`config.mk`:
```
export PLATFORM = sky130hd
export DESIGN_NAME = vctg_clamp_timing
export DESIGN_NICKNAME = d
export VERILOG_FILES = /design/src/vctg_pkg.sv /design/src/vctg_clamp_timing.sv /design/src/vctg_serial_port.sv
export SDC_FILE = /design/constraint.sdc
export NUM_CORES = 1
export LEC_CHECK = 0
export BUFFER_PORTS_ARGS = -buffer_cell sky130_fd_sc_hd__buf_2
export CAP_MARGIN = 20
export CORE_ASPECT_RATIO = 1.75
export CORE_UTILIZATION = 50
export CTS_CLUSTER_DIAMETER = 30
export DETAILED_ROUTE_END_ITERATION = 8
export PLACE_DENSITY = 0.68
export SYNTH_ARGS = -nofsm -noshare
export SYNTH_HDL_FRONTEND = slang
export SYNTH_HIERARCHICAL = 1
export SYNTH_SLANG_ARGS = --single-unit
```
`constraint.sdc`:
```
create_clock -name clock -period 7.95 [get_ports clock]
set_input_delay 0.3975 -clock clock [delete_from_list [all_inputs] [get_ports clock]]
set_output_delay 0.3975 -clock clock [all_outputs]
set_load 0.005 [all_outputs]
```
`src/vctg_pkg.sv`:
```
package vctg_pkg;
    localparam logic [7:0] VCTG_ADDR_CONTROL = 8'h18;
    localparam logic [7:0] VCTG_ADDR_DELAY = 8'h19;
    localparam logic [7:0] VCTG_ADDR_LENGTH = 8'h1A;
    localparam logic [7:0] VCTG_CONTROL_RESET = 8'h00;
    localparam logic [7:0] VCTG_DELAY_RESET = 8'h04;
    localparam logic [7:0] VCTG_LENGTH_RESET = 8'h28;
    localparam int VCTG_POL_OVR_BIT = 7;
    localparam int VCTG_POL_LEVEL_BIT = 6;
    localparam int VCTG_SRC_BIT = 4;
    localparam int VCTG_SEL_LSB = 1;
    localparam int VCTG_CHANNELS = 3;
    localparam logic [9:0] VCTG_GROUND_CODE = 10'h000;
    localparam logic [9:0] VCTG_MIDSCALE_CODE = 10'h200;
    localparam logic [9:0] VCTG_CODE_MAX = 10'h3FF;
    localparam logic [10:0] VCTG_OFS_MAX = 11'h3FF;
    localparam logic [10:0] VCTG_OFS_MIN = 11'h400;
    localparam logic [8:0] VCTG_HELPER_MAX = 9'h1FF;
    // Arbitrary neutral serial port address
    localparam logic [6:0] VCTG_DEV_ADDR_DEFAULT = 7'h4C;
    typedef enum logic [2:0] {
        VCTG_IDLE = 3'b001,
        VCTG_DELAY = 3'b010,
        VCTG_CLAMP = 3'b100
    } vctg_state_t;
    typedef enum logic [4:0] {
        VCTG_SP_IDLE = 5'b00001,
        VCTG_SP_RECV = 5'b00010,
        VCTG_SP_ACK = 5'b00100,
        VCTG_SP_SEND = 5'b01000,
        VCTG_SP_MACK = 5'b10000
    } vctg_sp_state_t;
endpackage

```
`src/vctg_clamp_timing.sv`:
```
`timescale 1ns/1ps
`default_nettype none
module vctg_clamp_timing #(
    parameter logic [6:0] DEV_ADDR = vctg_pkg::VCTG_DEV_ADDR_DEFAULT
) (
    input wire logic clock,
    input wire logic reset,
    input wire logic line_sync_input_a,
    input wire logic line_sync_input_b,
    input wire logic line_sync_select,
    input wire logic clamp_strobe,
    input wire logic [9:0] adc_red,
    input wire logic [9:0] adc_green,
    input wire logic [9:0] adc_blue,
    input wire logic scl_in,
    input wire logic sda_in,
    output logic sda_out,
    output logic sda_oe,
    output logic clamp_window,
    output logic [9:0] data_red,
    output logic [9:0] data_green,
    output logic [9:0] data_blue
);
    import vctg_pkg::*;

    typedef struct packed {
        vctg_state_t st;
        logic [7:0] cnt;
        logic [7:0] ctl;
        logic [7:0] dly;
        logic [7:0] len;
        logic sync_prev;
        logic window;
        logic [2:0][10:0] offset;
        logic [2:0][9:0] data;
        logic [8:0] since;
        logic [8:0] on_cnt;
        logic [1:0] per_line;
    } vctg_core_t;

    vctg_core_t core_reg;
    vctg_core_t core_next;
    logic sync_now;
    logic trail;
    logic internal;
    logic ext_level;
    logic [7:0] reg_addr;
    logic [7:0] reg_rdata;
    logic wr_en;
    logic [7:0] wr_addr;
    logic [7:0] wr_data;
    logic [2:0][9:0] raw;
    logic [2:0][11:0] sum;
    logic [2:0][9:0] sat;
    logic [2:0][9:0] target;

    ////////////////////////////////////////////////////////////////////////
    vctg_serial_port #(.DEV_ADDR(DEV_ADDR)) u_port (
        .clock(clock),
        .reset(reset),
        .scl_in(scl_in),
        .sda_in(sda_in),
        .sda_out(sda_out),
        .sda_oe(sda_oe),
        .reg_addr(reg_addr),
        .reg_rdata(reg_rdata),
        .wr_en(wr_en),
        .wr_addr(wr_addr),
        .wr_data(wr_data)
    );

    always_comb begin
        unique case (reg_addr)
            VCTG_ADDR_CONTROL: reg_rdata = core_reg.ctl;
            VCTG_ADDR_DELAY: reg_rdata = core_reg.dly;
            VCTG_ADDR_LENGTH: reg_rdata = core_reg.len;
            default: reg_rdata = 8'h00;
        endcase
    end

    ////////////////////////////////////////////////////////////////////////
    always_comb begin
        core_next = core_reg;
        raw = {adc_red, adc_green, adc_blue};
        sync_now = line_sync_select ? line_sync_input_b : line_sync_input_a;
        core_next.sync_prev = sync_now;
        // Falling edge ends an active-high sync; back porch follows it
        trail = core_reg.sync_prev & ~sync_now;
        internal = ~core_reg.ctl[VCTG_SRC_BIT];
        ext_level = core_reg.ctl[VCTG_POL_OVR_BIT] ? core_reg.ctl[VCTG_POL_LEVEL_BIT] : 1'b1;

        if (wr_en) begin
            // Whole bytes: 0 to 255 pixel periods of delay and length
            if (wr_addr == VCTG_ADDR_CONTROL) core_next.ctl = wr_data;
            if (wr_addr == VCTG_ADDR_DELAY) core_next.dly = wr_data;
            if (wr_addr == VCTG_ADDR_LENGTH) core_next.len = wr_data;
        end

        // Any trailing edge restarts the sequence, even inside a window
        if (trail) begin
            if (core_reg.dly != 8'h00) begin
                core_next.st = VCTG_DELAY;
                core_next.cnt = core_reg.dly;
            end else if (core_reg.len != 8'h00) begin
                core_next.st = VCTG_CLAMP;
                core_next.cnt = core_reg.len;
            end else begin
                core_next.st = VCTG_IDLE;
            end
        end else begin
            unique case (core_reg.st)
                VCTG_IDLE: begin
                end
                VCTG_DELAY: begin
                    if (core_reg.cnt == 8'h01) begin
                        core_next.st = (core_reg.len != 8'h00) ? VCTG_CLAMP : VCTG_IDLE;
                        core_next.cnt = core_reg.len;
                    end else begin
                        core_next.cnt = core_reg.cnt - 8'h01;
                    end
                end
                VCTG_CLAMP: begin
                    if (core_reg.cnt == 8'h01) begin
                        core_next.st = VCTG_IDLE;
                    end else begin
                        core_next.cnt = core_reg.cnt - 8'h01;
                    end
                end
                default: core_next.st = VCTG_IDLE;
            endcase
        end

        if (internal) begin
            core_next.window = (core_next.st == VCTG_CLAMP);
        end else begin
            core_next.window = (clamp_strobe == ext_level);
        end

        // Offset only moves inside the window and is held for the rest of the line
        for (int i = 0; i < VCTG_CHANNELS; i++) begin
            sum[i] = {2'b00, raw[i]} + {core_reg.offset[i][10], core_reg.offset[i]};
            if (sum[i][11]) begin
                sat[i] = VCTG_GROUND_CODE;
            end else if (sum[i][10]) begin
                sat[i] = VCTG_CODE_MAX;
            end else begin
                sat[i] = sum[i][9:0];
            end
            target[i] = core_reg.ctl[VCTG_SEL_LSB + i] ? VCTG_MIDSCALE_CODE
                                                       : VCTG_GROUND_CODE;
            core_next.data[i] = sat[i];
            if (core_reg.window) begin
                if (sat[i] > target[i] && core_reg.offset[i] != VCTG_OFS_MIN) begin
                    core_next.offset[i] = core_reg.offset[i] - 11'h001;
                end else if (sat[i] < target[i] && core_reg.offset[i] != VCTG_OFS_MAX) begin
                    core_next.offset[i] = core_reg.offset[i] + 11'h001;
                end
            end
        end

        // Observation counters for the checks below
        core_next.since = trail ? 9'h000 :
            (core_reg.since == VCTG_HELPER_MAX) ? core_reg.since : core_reg.since + 9'h001;
        core_next.on_cnt = !core_reg.window ? 9'h000 :
            (core_reg.on_cnt == VCTG_HELPER_MAX) ? core_reg.on_cnt : core_reg.on_cnt + 9'h001;
        if (trail) begin
            core_next.per_line = {1'b0, core_next.window & ~core_reg.window};
        end else if (core_next.window && !core_reg.window && core_reg.per_line != 2'h3) begin
            core_next.per_line = core_reg.per_line + 2'h1;
        end
    end

    always_ff @(posedge clock) begin
        if (reset) begin
            core_reg <= '{st: VCTG_IDLE, ctl: VCTG_CONTROL_RESET, dly: VCTG_DELAY_RESET,
                          len: VCTG_LENGTH_RESET, default: '0};
        end else begin
            core_reg <= core_next;
        end
    end

    assign clamp_window = core_reg.window;
    assign data_red = core_reg.data[2];
    assign data_green = core_reg.data[1];
    assign data_blue = core_reg.data[0];
endmodule
`default_nettype wire

```
`src/vctg_serial_port.sv`:
```
`timescale 1ns/1ps
`default_nettype none
module vctg_serial_port #(
    parameter logic [6:0] DEV_ADDR = vctg_pkg::VCTG_DEV_ADDR_DEFAULT
) (
    input wire logic clock,
    input wire logic reset,
    input wire logic scl_in,
    input wire logic sda_in,
    output logic sda_out,
    output logic sda_oe,
    output logic [7:0] reg_addr,
    input wire logic [7:0] reg_rdata,
    output logic wr_en,
    output logic [7:0] wr_addr,
    output logic [7:0] wr_data
);
    import vctg_pkg::*;

    typedef struct packed {
        vctg_sp_state_t st;
        logic scl_prev;
        logic sda_prev;
        logic [7:0] shift;
        logic [3:0] bitcnt;
        logic [1:0] byte_idx;
        logic rw;
        logic [7:0] ptr;
        logic sda_oe;
        logic wr_en;
        logic [7:0] wr_addr;
        logic [7:0] wr_data;
    } vctg_sp_t;

    vctg_sp_t sp_reg;
    vctg_sp_t sp_next;
    logic rise;
    logic fall;
    logic start;
    logic stop;

    ////////////////////////////////////////////////////////////////////////
    always_comb begin
        sp_next = sp_reg;
        sp_next.wr_en = 1'b0;
        sp_next.scl_prev = scl_in;
        sp_next.sda_prev = sda_in;
        rise = scl_in & ~sp_reg.scl_prev;
        fall = ~scl_in & sp_reg.scl_prev;
        start = scl_in & sp_reg.scl_prev & sp_reg.sda_prev & ~sda_in;
        stop = scl_in & sp_reg.scl_prev & ~sp_reg.sda_prev & sda_in;
        if (start) begin
            sp_next.st = VCTG_SP_RECV;
            sp_next.bitcnt = 4'h0;
            sp_next.byte_idx = 2'h0;
            sp_next.sda_oe = 1'b0;
        end else if (stop) begin
            sp_next.st = VCTG_SP_IDLE;
            sp_next.sda_oe = 1'b0;
        end else begin
            unique case (sp_reg.st)
                VCTG_SP_IDLE: begin
                end
                VCTG_SP_RECV: begin
                    if (rise) begin
                        sp_next.shift = {sp_reg.shift[6:0], sda_in};
                        sp_next.bitcnt = sp_reg.bitcnt + 4'h1;
                    end else if (fall && sp_reg.bitcnt == 4'h8) begin
                        sp_next.bitcnt = 4'h0;
                        sp_next.st = VCTG_SP_ACK;
                        sp_next.sda_oe = 1'b1;
                        if (sp_reg.byte_idx == 2'h0) begin
                            sp_next.rw = sp_reg.shift[0];
                            sp_next.byte_idx = 2'h1;
                            // Foreign address: stay off the bus until the next start
                            if (sp_reg.shift[7:1] != DEV_ADDR) begin
                                sp_next.st = VCTG_SP_IDLE;
                                sp_next.sda_oe = 1'b0;
                            end
                        end else if (sp_reg.byte_idx == 2'h1) begin
                            sp_next.ptr = sp_reg.shift;
                            sp_next.byte_idx = 2'h2;
                        end else begin
                            sp_next.wr_en = 1'b1;
                            sp_next.wr_addr = sp_reg.ptr;
                            sp_next.wr_data = sp_reg.shift;
                            sp_next.ptr = sp_reg.ptr + 8'h01;
                        end
                    end
                end
                VCTG_SP_ACK: begin
                    if (fall) begin
                        if (sp_reg.rw) begin
                            sp_next.shift = reg_rdata;
                            sp_next.sda_oe = ~reg_rdata[7];
                            sp_next.st = VCTG_SP_SEND;
                            sp_next.bitcnt = 4'h0;
                        end else begin
                            sp_next.sda_oe = 1'b0;
                            sp_next.st = VCTG_SP_RECV;
                        end
                    end
                end
                VCTG_SP_SEND: begin
                    if (fall) begin
                        if (sp_reg.bitcnt == 4'h7) begin
                            sp_next.sda_oe = 1'b0;
                            sp_next.st = VCTG_SP_MACK;
                            sp_next.ptr = sp_reg.ptr + 8'h01;
                        end else begin
                            sp_next.shift = {sp_reg.shift[6:0], 1'b0};
                            sp_next.sda_oe = ~sp_reg.shift[6];
                            sp_next.bitcnt = sp_reg.bitcnt + 4'h1;
                        end
                    end
                end
                VCTG_SP_MACK: begin
                    if (rise) begin
                        sp_next.st = sda_in ? VCTG_SP_IDLE : VCTG_SP_ACK;
                    end
                end
                default: sp_next.st = VCTG_SP_IDLE;
            endcase
        end
    end

    always_ff @(posedge clock) begin
        if (reset) begin
            sp_reg <= '{st: VCTG_SP_IDLE, scl_prev: 1'b1, sda_prev: 1'b1, default: '0};
        end else begin
            sp_reg <= sp_next;
        end
    end

    // Open drain: the pad only ever pulls low
    assign sda_out = 1'b0;
    assign sda_oe = sp_reg.sda_oe;
    assign reg_addr = sp_reg.ptr;
    assign wr_en = sp_reg.wr_en;
    assign wr_addr = sp_reg.wr_addr;
    assign wr_data = sp_reg.wr_data;
endmodule
`default_nettype wire

```
==> metrics.md <==
| Metric | Value |
|---|---|
| Pre-CTS WS | `1.35 ns` |
| Crit path launch type | `flip-flop` |
| RR Endpoint | `core_reg[82]` |
| Setup CP Type | `flip-flop to flip-flop` |
| Crit path top cell by count | `a21oi_1` |
| Worst Hold Class | `input pin to flip-flop` |
| Vias | `9172` |
| RSZ-0062 raised after global routing | `no` |
| Remaining DRCs | `9` |
| Synth area leader | `dfxtp_1` |
| Worst Max-Slew Pin Slew | `0.983 ns` |
| # setup viols final | `0` |
| Grt ovf | `0` |
| Setup Fix Bufs, Post-CTS | `0` |
| Lkg Pwr | `0.00452 µW` |
| Routed wire length | `25.5 mm` |
| CP max stage cell | `nor3_1` |
| Diode count | `0` |
| DR WL/cell | `16.8 µm` |
| Sequential fraction of the synthesis area | `28.2%` |
| First-pass GRT wire length | `42.3 mm` |
| Iteration-0 DRC count of the detailed router | `between 600 and 700` |
| # Max-Cap Violations | `0` |
| Post-DP HPWL | `between 15 and 20 mm` |
| Cells after DPL | `1492` |
| Fraction of layout cells with a size suffix above 1 | `13.4%` |
| Cell variety after synth | `99` |
| Cts repair resizes | `0` |
| Status | `finished, violations left` |
| Ys Warns | `6` |
| Row count | `69` |
| Post-DR vias/cell | `6.02` |
| Number of flip-flops in the largest register | `69` |
| CTS tree | `built` |
| Slowest stage delay, CP | `0.63 ns` |
| Clock skew | `0.00958 ns` |
| Ys flop type | `dfxtp_1` |
| Clock buffer depth | `2` |
| Worst Min Path Start | `line_sync_input_a` |
| Net Count, Synth | `1388` |
| CTS sink count | `148` |
| Input/output buffers | `69` |
| Die area | `21600 µm²` |
| Hold path endpoint | `core_reg[84]` |
| Largest delay share family, worst path | `compound AO/OA/AOI/OAI gates` |
| R2R setup slack | `between 1 and 1.5 ns` |
| Largest fanout on the critical path | `12` |
| Initial antenna violation count | `0` |
| H-Tree Depth | `4` |
| Most frequent cell after synthesis | `nor2_1` |
| Reg2reg start | `core_reg[72]` |
| Asr flop ratio synth | `0%` |
| Die Height | `194 µm` |
| Hold Violations, Final | `0` |
| Setup tns final | `0 ns` |
| EDFF count, synth | `0` |
| Top cells by count, synth | `160 x nor2_1, 148 x dfxtp_1, 104 x a21oi_1, 88 x nand2_1, 65 x ha_1` |
| Final antenna-violating net count | `0` |
| Gr usage total | `roughly a quarter` |
| Core Footprint | `just over 20000 µm²` |
| Fillcell total | `1967` |
| Final setup margin | `1.28 ns` |
| Maximum vdd drop | `110 µV` |
| Top cell type's share of synthesized area | `28.2%` |
| Crit path capture type | `flip-flop` |
| Root buffer cell | `clkbuf_16` |
| Mapped Area | `roughly 10000 µm²` |
| DRT Pass-1 Iters | `7` |
| Min Clock Period, post-route | `6.67 ns` |
| Avg Inst Size Synth | `8.21 µm²` |
| Fin. max-slew vios | `0` |
| Final cell count without fillers | `1524` |
| Post-Synthesis Cells | `1279` |
| Violated checks | `DRC` |
| Vias in the first global route | `about 9000` |
| Final period util | `83.9%` |
| Worst-Skew Late Latency | `0.44 ns` |
| Layout area overhead | `5.86%` |
| I/O Pins | `71` |
| Die width | `112 µm` |
| Crit path DAT | `7.00 ns` |
| Initial Utilization | `just over 50%` |
| Hold Path Stages | `3` |
| Hold-fix buffers, CTS | `0` |
| Worst Path Required | `a little over 8 ns` |
| Clock transition at path regs | `0.07 ns` |
| Gpl congestion | `0.930` |
| CP bufs+invs | `1` |
| Synth area leaders | `dfxtp_1 28%, ha_1 7.7%, nor2_1 5.7%, a21oi_1 5.0%, mux2i_1 4.4%` |
| Pwr dens | `156 nW/µm²` |
| Register bit total from synthesis | `approximately 150` |
| Reg2Reg Depth | `25` |
| Num CTS Buffers | `17` |
| Rel. slew slack | `33.7%` |
| Nets | `1372` |
| Pin count of the biggest net entering global routing | `84` |
| Fmax | `roughly 150 MHz` |
==> report_power, final <==
part | switching [µW] | internal (µW) | leakage [µW]
sequential | 7.76 | 755 | 0.00120
combinational | 84.3 | 58.8 | 0.00303
clock | 346 | 483 | 0.000284
==> routing by layer <==
layer / share of wire (%) / routed length [µm] / vias to the layer above / track usage (%)
li1: - / - / 4554 / -
met5: 0 / 0 / - / 0
met2: 55 / 14000 / 220 / 46.4
met3: 2.8 / 709 / 80 / 3.28
met4: 4.3 / 1100 / 0 / 13.2
met1: 38 / 9780 / 4318 / 24.4
==> worst max-delay path by stage <==
stage | from | end | slack, ns | depth (start not counted)
6_report | core_reg[72] | core_reg[82] | 1.28 | 25
5_1_grt | core_reg[72] | core_reg[82] | 0.70 | 25
4_1_cts | core_reg[72] | core_reg[82] | 1.31 | 25
3_5_place_dp | core_reg[72] | core_reg[82] | 1.35 | 25
3_3_place_gp | core_reg[72] | core_reg[82] | 1.57 | 25
2_1_floorplan | core_reg[72] | core_reg[82] | 2.00 | 25
==> cells in the final DEF (no fill, tap or decap), types with 7 or more instances in the layout <==
cell type,netlist,layout
mux2i_1,46,46
dfxtp_1,148,148
nand4_1,12,12
nand2b_1,25,25
a31oi_1,16,16
mux2_2,18,18
o21ai_0,38,38
xnor2_1,24,24
a21oi_1,104,104
or3_1,10,10
and2_1,8,8
nor2_1,160,160
nor4_1,19,19
o21a_1,10,10
nor3_1,24,24
a21o_1,14,14
nand4b_1,7,7
nand3_1,34,34
xor2_1,22,22
clkbuf_16,0,17
ha_1,65,65
mux2_4,7,7
inv_1,35,35
nand2_1,88,88
o21ai_1,16,16
a211oi_1,18,18
o211ai_1,7,7
buf_2,6,68
nor2b_1,40,40
==> layout make-up <==
| type | count | area, µm² | share of cell area [%] |
|---|---|---|---|
| well taps | 248 | 310 | 2.79 |
| multi-input cells | 988 | 6740 | 60.6 |
| flip-flops and latches | 148 | 2960 | 26.7 |
| repair buffers | 71 | 363 | 3.27 |
| inverters | 37 | 139 | 1.25 |
| clock inverters | 13 | 150 | 1.35 |
| clock buffers | 19 | 453 | 4.08 |
==> cells by family after synthesis <==
group	share of synthesized area, %
XOR/XNOR	3.84
other	0.0357
AO/OA/AOI/OAI	21.0
buffers and inverters	7.66
flip-flops	28.2
AND/OR/NAND/NOR	22.7
adder cells (fa/ha/maj)	8.89
multiplexers	7.64
==> worst reg2reg max path, stage by stage, from the launching register on <==
cell       delay [ns]
dfxtp_1          0.46
ha_1             0.25
inv_1            0.06
fa_1             0.39
and2b_1          0.28
o21ai_2          0.09
a21oi_1          0.30
nor4b_2          0.13
nor3_1           0.63
a21oi_1          0.15
nor2_1           0.14
a211o_1          0.12
ha_1             0.15
nand2_1          0.07
or4_1            0.56
a2111oi_4        0.31
a21oi_2          0.25
fa_1             0.47
a21oi_1          0.19
nor2b_1          0.09
o31a_1           0.26
o41ai_1          0.46
o21a_1           0.23
nor2b_1          0.05
a31oi_1          0.15
mux2_1           0.33
==> stage by stage <==
stage	area, µm²	hold WS (ns)	power (µW)	utilization [%]
floorplan	10500	0.437	893	-
global placement	10500	0.440	920	51.4
detailed placement	10500	0.448	921	51.4
CTS	11100	0.244	1750	54.3
global route	11100	0.282	1800	54.3
finish	11100	0.246	1730	54.3
No activity file was read; power rests on OpenSTA's default activity.
